`src/hw/dif_pkg.sv`:
```
// package for the dma interrupt flag logic: offsets, field layout, reset values
// assumes a 32-bit apb register bus and eight channels
`default_nettype none

package dif_pkg;
  // ==========================================================
  // register byte offsets
  localparam logic [15:0] DIF_OFF_FLAGS    = 16'h1000;
  localparam logic [15:0] DIF_OFF_FLAG_SET = 16'h1004;
  localparam logic [15:0] DIF_OFF_FLAG_CLR = 16'h1008;
  localparam logic [15:0] DIF_OFF_ENABLE   = 16'h100C;
  // ==========================================================
  // field layout
  localparam int          DIF_NUM_CHAN     = 8;
  localparam int          DIF_ERR_BIT      = 31;
  localparam logic [31:0] DIF_FLAG_MASK    = 32'h800000FF;
  // ==========================================================
  // reset values
  localparam logic [31:0] DIF_FLAGS_RESET  = 32'h00000000;
  localparam logic [31:0] DIF_ENABLE_RESET = 32'h00000000;
  // ==========================================================
  // bus states
  typedef enum logic {DIF_IDLE, DIF_ACCESS} dif_bus_state_type;
endpackage : dif_pkg

`default_nettype wire

```
`src/hw/dif_regif.sv`:
```
// interface carrying decoded register strobes from the apb slave to the flag core
// assumes a single clock domain; strobes are one-cycle pulses
`default_nettype none

interface dif_regif;
  logic        set_we;   // write pulse to flag-set
  logic        clr_we;   // write pulse to flag-clear
  logic [31:0] wdata;    // write data for the pulse
  logic [31:0] flags;    // current flag state
  modport core (input set_we, input clr_we, input wdata, output flags);
  modport bus  (output set_we, output clr_we, output wdata, input flags);
endinterface : dif_regif

`default_nettype wire

```
`src/hw/dif_flag_core.sv`:
```
// sticky flag store: hardware events and software set/clear
// assumes events are same-clock single-cycle or level signals from the controller
`default_nettype none

module dif_flag_core
  import dif_pkg::*;
#(
  parameter int NUM_CHAN = DIF_NUM_CHAN
) (
  input  wire logic                pclk,
  input  wire logic                presetn,
  input  wire logic [NUM_CHAN-1:0] chan_done,
  input  wire logic [NUM_CHAN-1:0] chan_req,
  input  wire logic [NUM_CHAN-1:0] chan_enabled,
  input  wire logic                bus_error,
  dif_regif.core                   rif
);
  logic [31:0] flags;
  logic [31:0] next_flags;
  logic [31:0] hw_set;
  logic [31:0] sw_set;
  logic [31:0] sw_clr;

  // ==========================================================
  // event gathering, one slice per channel
  genvar g;
  generate
    for (g = 0; g < NUM_CHAN; g++) begin : g_chan
      // a disabled channel flags on request instead of moving data
      assign hw_set[g] = chan_done[g] | (chan_req[g] & ~chan_enabled[g]);
    end
  endgenerate
  assign hw_set[30:NUM_CHAN]  = '0;
  assign hw_set[DIF_ERR_BIT]  = bus_error;
  // reserved positions are masked so stray software ones never stick
  assign sw_set = rif.set_we ? (rif.wdata & DIF_FLAG_MASK) : '0;
  assign sw_clr = rif.clr_we ? (rif.wdata & DIF_FLAG_MASK) : '0;

  // ==========================================================
  // next value: set wins over clear so no event is lost
  always_comb begin
    next_flags = ((flags & ~sw_clr) | sw_set | hw_set) & DIF_FLAG_MASK;
  end

  always_ff @(posedge pclk or negedge presetn) begin
    if (!presetn) begin
      flags <= DIF_FLAGS_RESET;
    end else begin
      flags <= next_flags;
    end
  end

  assign rif.flags = flags;
endmodule : dif_flag_core

`default_nettype wire

```
`src/hw/dif_top.sv`:
```
// Contract
// - bus error sets flag bit 31
// - channel completion sets its flag bit
// - disabled channel request sets its flag
// - flag-set bit 31 sets error flag
// - flag-set low bits set channel flags
// - flag-clear ones clear matching flags
// - enable register, same layout, resets zero
//
// top of the dma interrupt flag logic: apb slave, enable register, irq output
// assumes apb master on pclk and controller events on the same clock
//
// The APB slave port was left to the implementer.
`default_nettype none

module dif_top
  import dif_pkg::*;
#(
  parameter int NUM_CHAN = DIF_NUM_CHAN
) (
  input  wire logic                pclk,
  input  wire logic                presetn,
  input  wire logic                psel,
  input  wire logic                penable,
  input  wire logic                pwrite,
  input  wire logic [15:0]         paddr,
  input  wire logic [31:0]         pwdata,
  output logic      [31:0]         prdata,
  output logic                     pready,
  output logic                     pslverr,
  input  wire logic [NUM_CHAN-1:0] chan_done,
  input  wire logic [NUM_CHAN-1:0] chan_req,
  input  wire logic [NUM_CHAN-1:0] chan_enabled,
  input  wire logic                bus_error,
  output logic                     irq
);
  dif_regif rif ();

  dif_bus_state_type state;
  dif_bus_state_type next_state;
  logic [31:0]       irq_enable_reg;
  logic [31:0]       next_irq_enable_reg;
  logic [31:0]       next_prdata;
  logic              next_pready;
  logic              next_pslverr;
  logic              next_irq;
  logic              next_set_we;
  logic              next_clr_we;
  logic [31:0]       next_wdata;
  logic              set_we;
  logic              clr_we;
  logic [31:0]       wdata;
  logic              hit;
  logic              wr_take;

  // ==========================================================
  // flag store
  dif_flag_core #(.NUM_CHAN(NUM_CHAN)) u_core (
    .pclk         (pclk),
    .presetn      (presetn),
    .chan_done    (chan_done),
    .chan_req     (chan_req),
    .chan_enabled (chan_enabled),
    .bus_error    (bus_error),
    .rif          (rif)
  );

  assign rif.set_we = set_we;
  assign rif.clr_we = clr_we;
  assign rif.wdata  = wdata;

  // ==========================================================
  // apb slave: one wait state, answer registered in the access phase
  assign hit = (paddr == DIF_OFF_FLAGS) || (paddr == DIF_OFF_FLAG_SET) ||
               (paddr == DIF_OFF_FLAG_CLR) || (paddr == DIF_OFF_ENABLE);
  assign wr_take = psel && penable && pready && pwrite && hit;

  always_comb begin
    next_state          = state;
    next_pready         = 1'b0;
    next_pslverr        = 1'b0;
    next_prdata         = prdata;
    next_irq_enable_reg = irq_enable_reg;
    next_set_we         = 1'b0;
    next_clr_we         = 1'b0;
    next_wdata          = wdata;
    unique case (state)
      DIF_IDLE: begin
        if (psel && penable) begin
          next_state   = DIF_ACCESS;
          next_pready  = 1'b1;
          next_pslverr = !hit;
          next_prdata  = 32'h00000000;
          if (!pwrite) begin
            // set and clear registers are write-only and read back zero
            if (paddr == DIF_OFF_FLAGS) begin
              next_prdata = rif.flags;
            end else if (paddr == DIF_OFF_ENABLE) begin
              next_prdata = irq_enable_reg;
            end
          end
        end
      end
      DIF_ACCESS: begin
        next_state = DIF_IDLE;
        // enable write takes effect on the edge that samples pready; set and clear reach the flags one edge later
        if (wr_take) begin
          // software should keep bits 30:8 zero; they are dropped here
          next_wdata = pwdata & DIF_FLAG_MASK;
          if (paddr == DIF_OFF_FLAG_SET) begin
            next_set_we = 1'b1;
          end
          if (paddr == DIF_OFF_FLAG_CLR) begin
            next_clr_we = 1'b1;
          end
          if (paddr == DIF_OFF_ENABLE) begin
            next_irq_enable_reg = pwdata & DIF_FLAG_MASK;
          end
        end
      end
    endcase
  end

  // ==========================================================
  // interrupt request: or of enabled flags, registered
  always_comb begin
    next_irq = |(rif.flags & irq_enable_reg);
  end

  always_ff @(posedge pclk or negedge presetn) begin
    if (!presetn) begin
      state          <= DIF_IDLE;
      pready         <= 1'b0;
      pslverr        <= 1'b0;
      prdata         <= 32'h00000000;
      irq_enable_reg <= DIF_ENABLE_RESET;
      set_we         <= 1'b0;
      clr_we         <= 1'b0;
      wdata          <= 32'h00000000;
      irq            <= 1'b0;
    end else begin
      state          <= next_state;
      pready         <= next_pready;
      pslverr        <= next_pslverr;
      prdata         <= next_prdata;
      irq_enable_reg <= next_irq_enable_reg;
      set_we         <= next_set_we;
      clr_we         <= next_clr_we;
      wdata          <= next_wdata;
      irq            <= next_irq;
    end
  end
endmodule : dif_top

`default_nettype wire

```
`config.mk`:
```
export PLATFORM = sky130hd
export DESIGN_NAME = dif_top
export DESIGN_NICKNAME = d
export VERILOG_FILES = /design/src/hw/dif_pkg.sv /design/src/hw/dif_regif.sv /design/src/hw/dif_flag_core.sv /design/src/hw/dif_top.sv
export SDC_FILE = /design/constraint.sdc
export NUM_CORES = 1
export LEC_CHECK = 0
export BUFFER_PORTS_ARGS = -buffer_cell sky130_fd_sc_hd__buf_2
export CORE_MARGIN = 10
export CORE_UTILIZATION = 35
export CTS_CLUSTER_SIZE = 14
export DETAILED_ROUTE_END_ITERATION = 10
export MAX_ROUTING_LAYER = met4
export PLACE_DENSITY_LB_ADDON = 0.12
export SLEW_MARGIN = 40
export SYNTH_ARGS = -nofsm -noshare
export SYNTH_HDL_FRONTEND = slang
export SYNTH_HIERARCHICAL = 1
export SYNTH_SLANG_ARGS = --single-unit
```
`constraint.sdc`:
```
create_clock -name pclk -period 3.4 [get_ports pclk]
set_input_delay 0.68 -clock pclk [delete_from_list [all_inputs] [get_ports pclk]]
set_output_delay 0.68 -clock pclk [all_outputs]
set_load 0.01 [all_outputs]
```
# --- Word level (Yosys, flattened, before mapping) ---
# Cells that the tools add are included.
word_totals:
  register_bits: 65
  input_bits: 78
  out_inout_bits: 35
  word_cells: 72
classes:
  eq_ne: 4
  muxes: 16
  bitwise_logic: 30
  reduce_logical: 12
ops:
  columns: ["cell", "count"]
  rows:
  - ["$mux 32", 5]
  - ["$and 32x32->32", 2]
  - ["$eq 16x13->1 const B", 4]
  - ["$or 32x32->32", 2]
  - ["$not 32->32", 1]
  - ["$reduce_or 32->1", 1]
  - ["$mux 1", 10]
  - ["$not 1->1", 9]
  - ["$and 1x1->1", 8]
  - ["$or 1x1->1", 8]
  - ["$logic_and 1x1->1", 4]
  - ["$reduce_and 2->1", 2]
  - ["$logic_or 1x1->1", 3]
  - ["$reduce_and 3->1", 1]
  - ["$pmux 1 s2", 1]
  - ["$logic_not 1->1", 1]

# --- Depth between registers and ports, before layout ---
logic_depth:
  word_depth: 7
  depth_mapped: 5
  depth_no_buf: 4

# --- By module ---
# Netlist, hierarchy kept.
modules_own_cells:
  columns: ["module", "n_inst", "cells_each", "area_per_inst_um2", "seq_area_each_um2"]
  rows:
  - ["dif_top", 1, 143, 2134.5, 1376.3]
  - ["dif_flag_core", 1, 69, 634.4, 225.2]

# --- Worst setup path after synthesis ---
# Ideal clock, no wire load.
synth_timing:
  kind: "input-to-reg"
  start: "in paddr[10]"
  end: "reg irq_enable_reg[0]"
  setup_ps: 125
  arrival_time_ps: 2033
  t_required_ps: 3275
  path_slack_ps: 1243
  stages: 4
  path_buffers: 0
  path_cell_list: "nor4b_1 -> nand4_2 -> nor3_4 -> mux2_2"
synth_between:
  elab_chain_len: 6
  word_cells_on_any_way: 9
  classes_between: "4 x eq/ne; 5 x reduce/logical"
synth_lines:
  columns: ["item", "line_no", "rtl"]
  rows:
  - ["start: declaration", "dif_top.sv:26", "input wire logic [15:0] paddr,"]
  - ["$eq 16x13->1", "dif_top.sv:74", "assign hit = (paddr == DIF_OFF_FLAGS) || (paddr == DIF_OFF_FLAG_SET) ||"]
  - ["$logic_or 1x1->1 (2 in series)", "dif_top.sv:74", null]
  - ["$logic_or 1x1->1", "dif_top.sv:75", "(paddr == DIF_OFF_FLAG_CLR) || (paddr == DIF_OFF_ENABLE);"]
  - ["$logic_and 1x1->1", "dif_top.sv:76", "assign wr_take = psel && penable && pready && pwrite && hit;"]
  - ["$reduce_and 3->1 (no source line) (*)", null, null]
  - ["end signal: assignment", "dif_top.sv:146", "irq_enable_reg <= next_irq_enable_reg;"]
  - ["end: declaration", "dif_top.sv:41", "logic [31:0] irq_enable_reg;"]
# Mark *: on every way between the ends. The rest lies on a longest branch, timed or not.
# A chain may end at the register's enable or synchronous reset.

==> flow_metrics.env <==
export IMPL_io_buffers=89
export IMPL_cts_tree="built"
export IMPL_grt_first_pass_wirelength_mm=10.72
export IMPL_critPathRequiredTime_ps=3660
export IMPL_r2r_cells=4
export IMPL_peakVddDrop_mv=0.2738
export IMPL_top_register="prdata"
export IMPL_setup_violations=0
export IMPL_wl_per_cell_microns=16.74
export IMPL_power_frac_clock=0.462
export IMPL_drc=0
export IMPL_grt_pass1_vias=1953
export IMPL_rsz0062_at_grt="false"
export IMPL_max_cap_violations=0
export IMPL_cp_max_fo=13
export IMPL_cts_sinks=64
export IMPL_skew_ps=10.09
export IMPL_cts_setup_buffers=0
export IMPL_postSynthAreaPerCell_sq_um=13.10
export IMPL_cts_made_buffers=9
export IMPL_path_class="reg2reg"
export IMPL_p_switching_uw=330.9
export IMPL_hold_buffers=0
export IMPL_core_area_sq_um=7687
export IMPL_slew_headroom=0.5496
export IMPL_drt_total_wl_mm=6.914
export IMPL_power_leakage_uw=0.001872
export IMPL_tightest_slew_ps=670.6
export IMPL_setup_tns_ps=0
export IMPL_slew_viol_final=0
export IMPL_hold_path_class="in2async"
export IMPL_reg2reg_slack_ps=1150
export IMPL_insertion_delay_ps=330
export IMPL_dp_worst_setup_slack_ps=793.4
export IMPL_fillCellCount=748
export IMPL_final_seq_area_sq_um=1602
export IMPL_synth_cells=211
export IMPL_clockBufferDepth=2
export IMPL_grt_max_degree=25
export IMPL_die_y_microns=108.9
export IMPL_start_util=0.3597
export IMPL_diodes=0
export IMPL_arrival_ps=2510
export IMPL_largest_register_ffs=32
export IMPL_num_vias=1956
export IMPL_die_w_microns=108.9
export IMPL_overflow=0
export IMPL_worst_slack_ps=1152
export IMPL_crit_path_start_kind="flop"
export IMPL_drtIter0Drc=63
export IMPL_yosys_warnings=6
export IMPL_r2r_end="prdata[31]"
export IMPL_post_dp_hpwl_mm=4.964
export IMPL_cts_htree_levels=3
export IMPL_clockRootBuffer="clkbuf_8"
export IMPL_r2r_start="pready"
export IMPL_viasPerCell=4.736
export IMPL_sw_frac_of_total=0.2127
export IMPL_period_minus_slack_ps=2248
export IMPL_final_period_utilization=0.6612
export IMPL_outcome="finished, final reports clean"
export IMPL_antenna_left=0
export IMPL_netlist_area_sq_um=2765
export IMPL_internal_power_uw=1225
export IMPL_gp_congestion=0.7894
export IMPL_first_pass_iters=4
export IMPL_io_pins=113
export IMPL_finalNetCount=384
export IMPL_drive_above_1_share=0.4212
export IMPL_timing_fmax_ghz=0.4448
export IMPL_finalHoldViolCount=0
export IMPL_pwr_share_comb=0.048
export IMPL_multi_input_area_sq_um=997.2
export IMPL_power_density_nw_per_um2=450.0
export IMPL_rows=32
export IMPL_grtUsageTotal=0.1203
export IMPL_clk_pin_slew_ps=70
export IMPL_die_area_sq_um=11860
export IMPL_seqPwrFrac=0.490
export IMPL_cp_end_kind="flop"
export IMPL_cts_resized=0
export IMPL_syn2layout_area_growth_pct=25.02
export IMPL_antenna_found_initial=0
[power by group through the flow]
stage,Clock (uW),Combinational (uW),Sequential [uW]
3_3_place_gp,0,75.8,777
5_1_grt,774,86.9,762
6_report,718,75.0,763
3_5_place_dp,0,77.0,777
4_1_cts,745,77.1,763
2_1_floorplan,0,37.1,778
[layout by cell type (no fill, tap or decap), types with 4 or more instances in the layout]
cell	instances
buf_4	4
mux2_2	18
nand2_1	10
inv_1	9
a21o_1	8
a22o_1	24
clkbuf_8	10
buf_2	89
a221o_1	18
and2_1	10
conb_1	23
dfrtp_1	64
[stage by stage]
stage	cell area [sq um]	hold slack (ps)	power (uW)	std cells	utilization
global route	3457	302.9	1623	413	0.4497
detailed placement	3236	486.1	854.3	397	0.4209
CTS	3457	284.5	1584	413	0.4497
floorplan	2848	384.4	815.5	233	-
finish	3457	291.5	1556	413	0.4497
global placement	3236	483.8	853.2	397	0.4209
[how the worst max path moves through the flow]
stage,from,endpoint,slack [ps],cells past startpoint
final,pready,prdata[31],1150,4
after global routing,pready,prdata[6],1030,4
after CTS,pready,prdata[6],1120,4
after detailed placement,paddr[10],rif.wdata[1],790,5
after global placement,paddr[10],rif.wdata[5],810,5
after floorplan,paddr[10],irq_enable_reg[0],1240,4
[final cells by class]
type | instances | area share
flip-flops and latches | 64 | 0.4633
multi-input cells | 129 | 0.2885
repair buffers | 93 | 0.1375
clock buffers | 11 | 0.04090
well taps | 102 | 0.03692
clock inverters | 5 | 0.02316
inverters | 9 | 0.009772
[critical path, stage by stage, from the launching register on]
cell and delay [ps]:
dfrtp_1 390, nand3b_1 510, or4_1 580, nor2_2 450
a221o_1 260
[metal layers]
metal  GRT usage  routed length (microns)
met5           -                        0
met2      0.1735                     3104
met1      0.1562                     3292
met4     0.03107                       28
met3     0.04366                      488
No activity file was read; power rests on OpenSTA's default activity.
